$ cat config.mk
export PLATFORM = sky130hd
export DESIGN_NAME = panel_power_video_sequencer
export DESIGN_NICKNAME = d
export VERILOG_FILES = /design/src/shared/panel_seq_pkg.sv /design/src/verilog/ms_interval_timer.sv /design/src/verilog/panel_power_video_sequencer.sv
export SDC_FILE = /design/constraint.sdc
export NUM_CORES = 1
export LEC_CHECK = 0
export BUFFER_PORTS_ARGS = -buffer_cell sky130_fd_sc_hd__buf_4
export CORE_ASPECT_RATIO = 1.5
export CORE_MARGIN = 5
export CORE_UTILIZATION = 54
export CTS_CLUSTER_SIZE = 10
export DETAILED_ROUTE_END_ITERATION = 7
export HOLD_SLACK_MARGIN = 0.15
export PLACE_DENSITY = 0.81
export SLEW_MARGIN = 15
export SYNTH_ARGS = -nofsm -noshare
export SYNTH_HDL_FRONTEND = slang
export SYNTH_SLANG_ARGS = --single-unit
$ cat constraint.sdc
create_clock -name ref_clk -period 8.11 [get_ports ref_clk]
set_clock_uncertainty 0.05 [all_clocks]
set_input_delay 1.2165 -clock ref_clk [delete_from_list [all_inputs] [get_ports ref_clk]]
set_output_delay 1.2165 -clock ref_clk [all_outputs]
set_load 0.1 [all_outputs]
$ cat src/shared/panel_seq_pkg.sv
// Constants, types and states of the panel power and video sequencer
package panel_seq_pkg;

    // Clock and time base
    localparam int CLK_MHZ          = 200;
    localparam int MS_CYCLES_DFLT   = CLK_MHZ * 1000;

    // Sequencing intervals in milliseconds and the millisecond counter width
    localparam int T3_HPD_MAX_MS    = 200;
    localparam int T7_SINK_MAX_MS   = 50;
    localparam int T8_BL_MIN_MS     = 80;
    localparam int T9_BL_OFF_MIN_MS = 50;
    localparam int T10_OFF_MAX_MS   = 500;
    localparam int T12_HOLD_MIN_MS  = 500;
    localparam int TC_DIM_MIN_MS    = 1;
    localparam int TD_DIM_MIN_MS    = 1;
    localparam int T6_IDLE_DFLT_MS  = 0;
    localparam int MS_W             = 16;

    // Sink register holding the valid video status bit
    localparam logic [19:0] RECEIVE_PORT_STATUS_ADDR = 20'h00205;
    localparam int          SINK_VIDEO_BIT           = 0;

    // APB register map
    localparam logic [7:0] CTRL_OFFS   = 8'h00;
    localparam logic [7:0] STATUS_OFFS = 8'h04;
    localparam logic [7:0] ERR_OFFS    = 8'h08;
    localparam logic [7:0] TIMING_OFFS = 8'h0C;
    localparam int CTRL_PWR_BIT    = 0;
    localparam int CTRL_MODE_LSB   = 1;
    localparam int CTRL_BLKDIS_BIT = 3;
    localparam int TIM_HTOT_LSB    = 16;
    localparam int ERR_HPD_BIT     = 0;
    localparam int ERR_SINK_ON_BIT = 1;
    localparam int ERR_SINK_OFF_BIT = 2;
    localparam int ERR_CFG_BIT     = 3;
    localparam logic [9:0]  V_TOTAL_RST = 10'h320;
    localparam logic [10:0] H_TOTAL_RST = 11'h638;

    // Frame and line limits for every mode
    localparam logic [9:0]  V_ACTIVE  = 10'h300;
    localparam logic [9:0]  V_TOT_MIN = 10'h31C;
    localparam logic [9:0]  V_TOT_MAX = 10'h324;
    localparam logic [10:0] H_ACTIVE  = 11'h556;
    localparam logic [10:0] H_TOT_MIN = 11'h624;
    localparam logic [10:0] H_TOT_MAX = 11'h64C;

    // Nominal pixel clocks in kHz
    localparam logic [16:0] PCLK_60_KHZ = 17'h12A84;
    localparam logic [16:0] PCLK_50_KHZ = 17'h0F8C0;
    localparam logic [16:0] PCLK_48_KHZ = 17'h0EED4;

    typedef enum logic [1:0] {
        MODE_60,
        MODE_50,
        MODE_48,
        MODE_BAD
    } refresh_mode_t;

    typedef enum {
        ST_OFF, ST_SUPPLY_UP, ST_LINK_TRAIN, ST_LINK_IDLE, ST_VIDEO_WAIT,
        ST_BL_POWER, ST_BL_DIM, ST_ON, ST_BL_OFF, ST_LED_DOWN,
        ST_VIDEO_TAIL, ST_SUPPLY_DOWN, ST_OFF_HOLD
    } seq_state_t;

    typedef struct packed {
        logic [16:0] pixel_clock_khz;
        logic [9:0]  frame_line_total;
        logic [9:0]  frame_active_lines;
        logic [9:0]  frame_blank_lines;
        logic [10:0] line_clock_total;
        logic [10:0] line_active_clocks;
        logic [10:0] line_blank_clocks;
    } video_timing_t;

    typedef struct packed {
        logic supply;
        logic link_train_start;
        logic idle_pattern;
        logic valid_video;
        logic led_power;
        logic led_dimming;
        logic led_enable;
    } panel_drive_t;

endpackage

$ cat src/verilog/ms_interval_timer.sv
// Millisecond interval timer restarted on each sequencer step
`timescale 1ns/1ps
module ms_interval_timer
    import panel_seq_pkg::*;
#(
    parameter int TICK_CYCLES = MS_CYCLES_DFLT
)
(
    input  wire logic            ref_clk,
    input  wire logic            rst,
    input  wire logic            restart,
    output logic [MS_W-1:0]      elapsed_ms
);
    logic [31:0]     tick_reg;
    logic [31:0]     tick_next;
    logic [MS_W-1:0] ms_reg;
    logic [MS_W-1:0] ms_next;

    // Local clock counts every interval
    always_comb
    begin
        tick_next = tick_reg + 32'h1; // [RQ21]
        ms_next   = ms_reg;
        if (restart)
        begin
            tick_next = '0;
            ms_next   = '0;
        end
        else if (tick_reg == 32'(TICK_CYCLES - 1))
        begin
            tick_next = '0;
            if (ms_reg != {MS_W{1'b1}})
                ms_next = ms_reg + 1'b1;
        end
    end

    always_ff @(posedge ref_clk or posedge rst)
    begin
        if (rst)
        begin
            tick_reg <= '0;
            ms_reg   <= '0;
        end
        else
        begin
            tick_reg <= tick_next;
            ms_reg   <= ms_next;
        end
    end

    assign elapsed_ms = ms_reg;
endmodule

$ cat src/verilog/panel_power_video_sequencer.sv
// Source side power-on/off and video sequencer for an embedded panel
//
// Behaviour
// [RQ1] 50Hz mode pixel clock 63.36..64 MHz
// [RQ2] 48Hz mode pixel clock 60.83..61.45 MHz
// [RQ3] 768 active lines, total 796..804
// [RQ4] 1366 active clocks, total 1572..1612
// [RQ5] Panel accepts normal and power-saving timing
// [RQ6] Sink shows black within 200 ms
// [RQ7] Sink raises hot-plug within 200 ms
// [RQ8] Link training only after hot-plug high
// [RQ9] Idle pattern before valid video
// [RQ10] Sink status bit set within 50 ms
// [RQ11] Backlight on 80 ms after video
// [RQ12] Backlight off 50 ms before video ends
// [RQ13] Supply off within 500 ms of video end
// [RQ14] Dimming 1 ms after LED power rise
// [RQ15] Dimming off 1 ms before LED power falls
// [RQ16] LED enable not before dimming
// [RQ17] LED enable off not after dimming
// [RQ18] No-video flag turns on black video
// [RQ19] Optional black video disable for debug
// [RQ20] Sink tolerates AUX polling, answers within 200 ms
// [RQ21] Intervals counted on local clock, parameterised
//
// Register access over APB was decided locally.
`timescale 1ns/1ps
module panel_power_video_sequencer
    import panel_seq_pkg::*;
#(
    parameter int MS_CYCLES   = MS_CYCLES_DFLT,
    parameter int IDLE_MIN_MS = T6_IDLE_DFLT_MS
)
(
    input  wire logic    ref_clk,
    input  wire logic    rst,
    input  wire logic    psel,
    input  wire logic    penable,
    input  wire logic    pwrite,
    input  wire logic [31:0] paddr,
    input  wire logic [31:0] pwdata,
    output logic [31:0]  prdata,
    output logic         pready,
    output logic         pslverr,
    input  wire logic    hot_plug_detect,
    input  wire logic    link_trained,
    input  wire logic [7:0] receive_port_status,
    output panel_drive_t drive,
    output logic         no_video_flag,
    output logic         black_video_disable,
    output video_timing_t timing
);
    seq_state_t      state_reg;
    seq_state_t      state_next;
    panel_drive_t    drive_reg;
    panel_drive_t    drive_next;
    logic [MS_W-1:0] ms;
    logic            restart;
    logic            power_req_reg;
    logic            power_req_next;
    refresh_mode_t   mode_reg;
    refresh_mode_t   mode_next;
    logic            blk_dis_reg;
    logic            blk_dis_next;
    logic [9:0]      vtot_reg;
    logic [9:0]      vtot_next;
    logic [10:0]     htot_reg;
    logic [10:0]     htot_next;
    logic [3:0]      err_reg;
    logic [3:0]      err_next;
    logic [31:0]     prdata_reg;
    logic [31:0]     prdata_next;
    video_timing_t   timing_reg;
    video_timing_t   timing_next;
    logic            sink_ok;
    logic            cfg_ok;
    logic            setup;
    logic            access;
    logic            mapped;

    function automatic logic reached(input logic [MS_W-1:0] v, input int lim);
        return v >= MS_W'(lim);
    endfunction

    function automatic logic [16:0] pclk_khz(input refresh_mode_t m);
        unique case (m)
            MODE_50: return PCLK_50_KHZ; // [RQ1]
            MODE_48: return PCLK_48_KHZ; // [RQ2]
            default: return PCLK_60_KHZ; // [RQ5]
        endcase
    endfunction

    ms_interval_timer #(
        .TICK_CYCLES (MS_CYCLES)
    ) u_timer (
        .ref_clk    (ref_clk),
        .rst        (rst),
        .restart    (restart),
        .elapsed_ms (ms)
    );

    assign sink_ok = receive_port_status[SINK_VIDEO_BIT];
    assign cfg_ok  = (mode_reg != MODE_BAD) &&
                     (vtot_reg >= V_TOT_MIN) && (vtot_reg <= V_TOT_MAX) &&
                     (htot_reg >= H_TOT_MIN) && (htot_reg <= H_TOT_MAX);
    assign restart = (state_next != state_reg); // [RQ21]

    // Sequencer steps
    always_comb
    begin
        state_next = state_reg;
        unique case (state_reg)
            ST_OFF:
                if (power_req_reg && cfg_ok)
                    state_next = ST_SUPPLY_UP;
            ST_SUPPLY_UP:
                if (!power_req_reg)
                    state_next = ST_SUPPLY_DOWN;
                else if (hot_plug_detect)
                    state_next = ST_LINK_TRAIN; // [RQ8]
            ST_LINK_TRAIN:
                if (!power_req_reg)
                    state_next = ST_SUPPLY_DOWN;
                else if (link_trained)
                    state_next = ST_LINK_IDLE;
            ST_LINK_IDLE:
                if (!power_req_reg)
                    state_next = ST_SUPPLY_DOWN;
                else if (reached(ms, IDLE_MIN_MS))
                    state_next = ST_VIDEO_WAIT; // [RQ9]
            ST_VIDEO_WAIT:
                if (!power_req_reg)
                    state_next = ST_VIDEO_TAIL;
                else if (reached(ms, T8_BL_MIN_MS))
                    state_next = ST_BL_POWER; // [RQ11]
            ST_BL_POWER:
                if (reached(ms, TC_DIM_MIN_MS))
                    state_next = ST_BL_DIM; // [RQ14]
            ST_BL_DIM:
                state_next = ST_ON; // [RQ16]
            ST_ON:
                if (!power_req_reg)
                    state_next = ST_BL_OFF;
            ST_BL_OFF:
                state_next = ST_LED_DOWN; // [RQ17]
            ST_LED_DOWN:
                if (reached(ms, TD_DIM_MIN_MS))
                    state_next = ST_VIDEO_TAIL; // [RQ15]
            ST_VIDEO_TAIL:
                if (reached(ms, T9_BL_OFF_MIN_MS))
                    state_next = ST_SUPPLY_DOWN; // [RQ12]
            ST_SUPPLY_DOWN:
                state_next = ST_OFF_HOLD; // [RQ13]
            ST_OFF_HOLD:
                if (reached(ms, T12_HOLD_MIN_MS))
                    state_next = ST_OFF;
        endcase
    end

    // Pin levels for the step being entered
    always_comb
    begin
        drive_next = '0;
        drive_next.supply = !(state_next inside {ST_OFF, ST_OFF_HOLD});
        drive_next.link_train_start = (state_next == ST_LINK_TRAIN) &&
                                      (state_reg != ST_LINK_TRAIN);
        drive_next.idle_pattern = (state_next == ST_LINK_IDLE); // [RQ9]
        drive_next.valid_video = state_next inside {ST_VIDEO_WAIT,
            ST_BL_POWER, ST_BL_DIM, ST_ON, ST_BL_OFF, ST_LED_DOWN,
            ST_VIDEO_TAIL};
        drive_next.led_power = state_next inside {ST_BL_POWER, ST_BL_DIM,
            ST_ON, ST_BL_OFF, ST_LED_DOWN};
        drive_next.led_dimming = state_next inside {ST_BL_DIM, ST_ON,
            ST_BL_OFF};
        drive_next.led_enable = (state_next == ST_ON);
    end

    // Timing presented to the video path
    always_comb
    begin
        timing_next.pixel_clock_khz    = pclk_khz(mode_reg);
        timing_next.frame_line_total   = vtot_reg; // [RQ3]
        timing_next.frame_active_lines = V_ACTIVE;
        timing_next.frame_blank_lines  = vtot_reg - V_ACTIVE;
        timing_next.line_clock_total   = htot_reg; // [RQ4]
        timing_next.line_active_clocks = H_ACTIVE;
        timing_next.line_blank_clocks  = htot_reg - H_ACTIVE;
    end

    // APB slave, zero wait states
    assign setup  = psel && !penable;
    assign access = psel && penable;
    assign mapped = (paddr[31:8] == '0) && (paddr[1:0] == 2'h0) &&
                    (paddr[7:0] <= TIMING_OFFS);
    assign pready = 1'b1;
    assign pslverr = access && !mapped;

    always_comb
    begin
        power_req_next = power_req_reg;
        mode_next      = mode_reg;
        blk_dis_next   = blk_dis_reg;
        vtot_next      = vtot_reg;
        htot_next      = htot_reg;
        err_next       = err_reg;
        prdata_next    = prdata_reg;
        if (setup && !pwrite)
        begin
            unique case (paddr[7:0])
                CTRL_OFFS:
                    prdata_next = {28'h0, blk_dis_reg, mode_reg,
                                   power_req_reg};
                STATUS_OFFS:
                    prdata_next = {16'h0, 8'(state_reg), 5'h0, sink_ok,
                                   hot_plug_detect, drive_reg.supply};
                ERR_OFFS:
                    prdata_next = {28'h0, err_reg};
                TIMING_OFFS:
                    prdata_next = {5'h0, htot_reg, 6'h0, vtot_reg};
                default:
                    prdata_next = '0;
            endcase
        end
        if (access && pwrite && mapped)
        begin
            unique case (paddr[7:0])
                CTRL_OFFS:
                begin
                    power_req_next = pwdata[CTRL_PWR_BIT];
                    mode_next = refresh_mode_t'(pwdata[CTRL_MODE_LSB +: 2]);
                    blk_dis_next = pwdata[CTRL_BLKDIS_BIT]; // [RQ19]
                end
                ERR_OFFS:
                    err_next = err_reg & ~pwdata[3:0];
                TIMING_OFFS:
                begin
                    vtot_next = pwdata[9:0];
                    htot_next = pwdata[TIM_HTOT_LSB +: 11];
                end
                default:
                    err_next = err_reg;
            endcase
        end
        // Sticky errors, a new event wins over the clear
        if (state_reg == ST_SUPPLY_UP && !hot_plug_detect &&
            reached(ms, T3_HPD_MAX_MS))
            err_next[ERR_HPD_BIT] = 1'b1; // [RQ7] [RQ20]
        if (state_reg == ST_VIDEO_WAIT && !sink_ok &&
            reached(ms, T7_SINK_MAX_MS))
            err_next[ERR_SINK_ON_BIT] = 1'b1; // [RQ10]
        // Sink gets the same allowance to clear as to set its status
        if (state_reg == ST_OFF_HOLD && sink_ok &&
            reached(ms, T7_SINK_MAX_MS))
            err_next[ERR_SINK_OFF_BIT] = 1'b1; // [RQ12]
        if (state_reg == ST_OFF && power_req_reg && !cfg_ok)
            err_next[ERR_CFG_BIT] = 1'b1; // [RQ3]
    end

    always_ff @(posedge ref_clk or posedge rst)
    begin
        if (rst)
        begin
            state_reg     <= ST_OFF;
            drive_reg     <= '0;
            power_req_reg <= 1'b0;
            mode_reg      <= MODE_60;
            blk_dis_reg   <= 1'b0;
            vtot_reg      <= V_TOTAL_RST;
            htot_reg      <= H_TOTAL_RST;
            err_reg       <= '0;
            prdata_reg    <= '0;
            timing_reg    <= '0;
        end
        else
        begin
            state_reg     <= state_next;
            drive_reg     <= drive_next;
            power_req_reg <= power_req_next;
            mode_reg      <= mode_next;
            blk_dis_reg   <= blk_dis_next;
            vtot_reg      <= vtot_next;
            htot_reg      <= htot_next;
            err_reg       <= err_next;
            prdata_reg    <= prdata_next;
            timing_reg    <= timing_next;
        end
    end

    assign drive               = drive_reg;
    assign prdata              = prdata_reg;
    assign timing              = timing_reg;
    assign no_video_flag       = !drive_reg.valid_video; // [RQ18]
    assign black_video_disable = blk_dis_reg;

    // Cycle counters watched by the checks below
    logic [31:0] vid_on_cnt;
    logic [31:0] led_on_cnt;
    logic [31:0] dim_off_cnt;
    logic [31:0] led_off_cnt;
    logic [31:0] tail_cnt;

    always_ff @(posedge ref_clk or posedge rst)
    begin
        if (rst)
        begin
            vid_on_cnt  <= '0;
            led_on_cnt  <= '0;
            dim_off_cnt <= '0;
            led_off_cnt <= '0;
            tail_cnt    <= '0;
        end
        else
        begin
            vid_on_cnt  <= drive_reg.valid_video ? vid_on_cnt + 32'h1 : '0;
            led_on_cnt  <= drive_reg.led_power ? led_on_cnt + 32'h1 : '0;
            dim_off_cnt <= drive_reg.led_dimming ? '0 : dim_off_cnt + 32'h1;
            led_off_cnt <= drive_reg.led_power ? '0 : led_off_cnt + 32'h1;
            tail_cnt    <= (drive_reg.supply && !drive_reg.valid_video &&
                            state_reg == ST_SUPPLY_DOWN) ?
                           tail_cnt + 32'h1 : '0;
        end
    end
endmodule
# Yosys cells after proc, flatten, opt, wreduce, memory -nomap -nowiden
# Index checks and enable logic that the tools add are counted.
[classes]
add_sub_neg = 4
order_cmp = 11
n_eq_ne = 36
mux = 28
n_bitwise = 2
reduce_logical = 57
[op_table]
columns = ["cell", "count"]
rows = [
  ["$mux W32", 16],
  ["$pmux W32 S13", 1],
  ["$eq A32 B4 Y1 const B", 11],
  ["$eq A32 B3 Y1 const B", 10],
  ["$pmux W27 S4", 1],
  ["$eq A32 B2 Y1 const B", 3],
  ["$logic_not A32 Y1", 3],
  ["$mux W16", 3],
  ["$pmux W17 S2", 1],
  ["$add A32 B1 Y32 const B", 1],
  ["$eq A32 B1 Y1 const B", 1],
  ["$eq A32 B18 Y1 const B", 1],
  ["$eq A32 B5 Y1 const B", 1],
  ["$ge A16 B1 Y1 const B", 2],
  ["$ne A32 B3 Y1 const B", 1],
  ["$ne A32 B32 Y1", 1],
  ["$logic_not A24 Y1", 1],
  ["$logic_and A1 B1 Y1", 22],
  ["$reduce_bool A2 Y1", 11],
  ["$add A16 B1 Y16 const B", 1],
  ["$eq A8 B4 Y1 const B", 2],
  ["$ge A16 B6 Y1 const B", 1],
  ["$ge A16 B7 Y1 const B", 1],
  ["$ge A16 B8 Y1 const B", 1],
  ["24 further kinds", 41],
]
[totals]
register_bits = 209
input_bits = 79
out_inout_bits = 123
elab_cells = 165

# Depth between registers and ports, before layout
[logic_depth]
depth_word = 11
ltp_mapped = 11
mapped_depth_nobuf = 9

# Modules after synthesis
# Synthesis repeated with hierarchy kept, for this count alone.
[unflattened]
cells_unflattened = 793
area_unflattened_um2 = 8608.3
[by_module_without_submodules]
columns = ["module", "instances", "cells_each", "area_each_um2", "seq_area_each_um2"]
rows = [
  ["panel_power_video_sequencer", 1, 524, 6029.5, 3363.2],
  ["ms_interval_timer", 1, 269, 2578.7, 1201.2],
]

# Worst setup path before layout
# OpenSTA, ideal clock, no wires.
[synth_timing]
path_type = "input -> output"
startpoint = "input port paddr[6]"
endpoint = "output port pslverr"
t_arrival_ns = 2.783
required_ns = 6.844
slack_ns = 4.061
stages = 5
n_path_buf = 0
cell_sequence = "or4_1 > nor3_1 > nand3_1 > nor2_1 > nor2_1"
[synth_via]
elab_chain_cells = 4
[synth_lines]
columns = ["item", "line", "source"]
rows = [
  ["start: declaration", "panel_power_video_sequencer.sv:40", "input wire logic [31:0] paddr,"],
  ["$le A8 B4 Y1", "panel_power_video_sequencer.sv:194", "(paddr[7:0] <= TIMING_OFFS);"],
  ["$logic_and A1 B1 Y1", "panel_power_video_sequencer.sv:193", "assign mapped = (paddr[31:8] == '0) && (paddr[1:0] == 2'h0) &&"],
  ["$logic_not A1 Y1", "panel_power_video_sequencer.sv:196", "assign pslverr = access && !mapped;"],
  ["$logic_and A1 B1 Y1", "panel_power_video_sequencer.sv:196", ""],
  ["end: declaration", "panel_power_video_sequencer.sv:44", "output logic pslverr,"],
]
# No other way between the ends.

# Worst setup path in the final report
[layout_timing]
startpoint = "input port paddr[7]"
endpoint = "register htot_reg[2]"
[layout_via]
elab_chain_cells = 4
elab_cells_between_ends = 5
cone_classes = "order compare: 1; eq/ne: 1; reduce/logical: 3"
[layout_lines]
columns = ["item", "line", "source"]
rows = [
  ["$le A8 B4 Y1", "panel_power_video_sequencer.sv:194", ""],
  ["$logic_and A1 B1 Y1", "panel_power_video_sequencer.sv:193", ""],
  ["$logic_and A1 B1 Y1", "panel_power_video_sequencer.sv:224", "if (access && pwrite && mapped)"],
  ["$reduce_and A2 Y1 (no line) *", "--", ""],
  ["end signal: assignment", "panel_power_video_sequencer.sv:282", "htot_reg <= htot_next;"],
  ["end: declaration", "panel_power_video_sequencer.sv:67", "logic [10:0] htot_reg;"],
]
# Every way passes the cells marked *; elsewhere a longest branch is shown, timed or not.
# A chain may end at the register's enable or synchronous reset.

==> flow_metrics.tcl <==
set metrics [dict create \
    status "finished, final reports clean" \
    port_buffers 159 \
    whs_ns 0.384 \
    fin_setup_tns_ns 0 \
    rrSetupSlack_ns 4.47 \
    seq_area_frac_synth 0.549 \
    clock_latency_ns 0.43 \
    layout_setup_ws_ns 3.81 \
    cp_data_required_time_ns 8.37 \
    grt_pass1_wl_um 31800 \
    die_h_um 162 \
    grt_usage 0.218 \
    layout_commonest_cell "dfrtp_1" \
    crit_path_max_fanout 25 \
    cts_setup_buffers 0 \
    grt-ovfl-total 0 \
    dr.pass1.iters 7 \
    largest_reg_flops 39 \
    mostFrequentLayoutCells "dfrtp_1 (174), buf_4 (160), nor2_1 (83), nand2_1 (50), and2_1 (34)" \
    multi_input_area_um2 3260 \
    setup_viol 0 \
    synth_flop_cell "dfrtp_1" \
    synthMuxAreaShare 0.0412 \
    layout-drive-gt1-share 0.260 \
    synth-edff-count 0 \
    slew_violations 0 \
    seqCellArea_um2 4560 \
    antenna_found_initial 0 \
    htree_num_levels 4 \
    synth_cells 775 \
    hold_violations 0 \
    cts_num_sinks 182 \
    post-dp-hpwl_um 13900 \
    ant_nets 0 \
    post_cts_resized 0 \
    layout.nets 994 \
    core_area_um2 15100 \
    worstSetupPathType "in -> reg" \
    netlist_area_um2 8320 \
    yosys_warnings 0 \
    reg2regPathDepth 8 \
    irDropWorstVdd_mv 0.131 \
    worstHoldPathCells 0 \
    worst-endpoint-arrival_ns 4.56 \
    gp_congestion 0.943 \
    grt_setup_unrepaired "no" \
    drv_cap 0 \
    wl_um 19400 \
    vias 6125 \
    io_pins 202 \
    synth-simple-area-share 0.183 \
    fin_crit_ns 4.30 \
    finalCritPeriodShare 0.530 \
    std_cell_rows 55 \
    first_iter_violations 294 \
    clkTransAtPathRegs_ns 0.08 \
    diodes 0 \
    die_area_um2 18000 \
    grt_max_degree 107 \
    placed_cells 1084 \
    synth_top_family_by_area "simple AND/OR/NAND/NOR gates" \
    fmax_mhz 233 \
    hold_path.class "reg -> reg" \
    area_delta_synth_final_pct 20.5 \
    syn_area_per_cell_um2 10.7 \
    cts_buffer_depth 2 \
    root_buffer "clkbuf_16" \
    r2r_end "u_timer.tick_reg[26]$_DFF_PP0_" \
    startpoint_type "input port" \
    end_kind "register" \
    fin_cells 1116 \
    wl_per_cell_um 17.4 \
    synth_xor_area_frac 0.0505 \
    synth-compound-area-share 0.0887 \
    hold_path_end "timing[62]$_DFF_PP0_" \
    fillers 1159 \
    numCtsBuffers 17 \
    rr_startpoint "state_reg[0]$_DFF_PP0_" \
    hp-start "vtot_reg[9]$_DFFE_PP1P_" \
    power_density_nw_per_um2 221 \
    synth_fa_ha_area_frac 0.0165 \
    p_leak_nw 4.95 \
    synth-async-reset-ratio 1.00 \
    ctsHoldBuffers 0 \
    yosys_register_bits 182 \
    grt_pass1_vias 6222 \
    yosysUniqueCellTypes 61 \
    worst_slew_pin_slew_ns 1.15 \
    initial_core_util 0.550 \
    die_w_um 111 \
    place_ws_ns 3.34 \
    viasPerCell 5.49 \
    slew_headroom 0.234 \
    drc 0 \
    cts_tree "built" \
]
## worst max-delay path, stage by stage
cell and delay [ns]:
buf_4 0.10, or4_1 0.51, nor3_1 0.56, nand3_1 0.21, nor4_1 0.46, nand3_1 0.88
mux2_2 0.60
## power by group
| part | total [mW] | switching, mW | internal (mW) | leakage (nW) |
|---|---|---|---|---|
| Sequential | 0.960 | 0.0327 | 0.927 | 2.41 |
| Combinational | 0.418 | 0.309 | 0.109 | 2.24 |
| Clock | 0.836 | 0.412 | 0.424 | 0.300 |
## logic make-up after synthesis
| group | Yosys count |
|---|---|
| simple gates | 296 |
| compound gates | 102 |
| other cells | 2 |
| flops | 182 |
| mux | 28 |
| fa+ha+maj | 11 |
| buf+inv | 106 |
| xor+xnor | 48 |
## per-layer routing
| layer | global-route usage | wire [µm] |
|---|---|---|
| met3 | 0.0585 | 1210 |
| met5 | 0 | 0 |
| met4 | 0.0747 | 470 |
| met1 | 0.238 | 7120 |
| met2 | 0.407 | 10600 |
## through the flow
| step | utilization | power (mW) | area, µm² |
|---|---|---|---|
| floorplan | - | 1.33 | 8410 |
| global placement | 0.621 | 1.40 | 9400 |
| detailed placement | 0.621 | 1.40 | 9400 |
| CTS | 0.662 | 2.23 | 10000 |
| global route | 0.662 | 2.32 | 10000 |
| finish | 0.662 | 2.21 | 10000 |
## Yosys cell counts (3+ instances only)
library cell  number  area [µm²]
dfrtp_1          174        4350
xnor2_1           19         166
xor2_1            29         254
a21oi_1           14        70.1
nand2_1           50         188
nand3_1           32         160
ha_1              11         138
inv_1             33         124
or4_1              6        45.0
clkbuf_1          22        82.6
or3_1              6        37.5
o21a_1             3        22.5
a22o_1            21         184
nor2_1            83         312
mux4_2             3        67.6
buf_4             47         353
and3_1            11        68.8
nor4_1            19         119
nand4_1           12        75.1
mux2_2            20         225
nand2b_1           5        31.3
nor3_1            14        70.1
mux2i_1            5        50.1
a22oi_1            3        22.5
and2_1            34         213
o211ai_1           4        30.0
nor4b_1            4        35.0
or4_4              3        33.8
dfstp_2            8         210
o21ai_0           31         155
buf_2              3        15.0
or2_2              4        25.0
nor2b_1            4        25.0
and4_1             3        26.3
## cell type report
class                      count  area share
multi-input combinational    510       0.325
clock buffer                  17      0.0424
timing repair buffer         160       0.120
tap                          199      0.0248
inverter                      33      0.0129
sequential                   182       0.455
clock inverter                15      0.0198
## how the worst max path moves through the flow
stage               startpoint                              end  slack [ns]  depth (start not counted)
finish                paddr[7]          htot_reg[2]$_DFFE_PP0P_        3.81                          7
global route          paddr[7]          vtot_reg[7]$_DFFE_PP0P_        3.48                          7
CTS                   paddr[7]          htot_reg[2]$_DFFE_PP0P_        3.81                          7
global placement      paddr[7]          htot_reg[7]$_DFFE_PP0P_        3.38                          7
floorplan                  rst  black_video_disable$_DFFE_PP0P_        1.91                          1
detailed placement    paddr[7]          vtot_reg[6]$_DFFE_PP0P_        3.34                          7
Power figures use the tool's default switching activity.
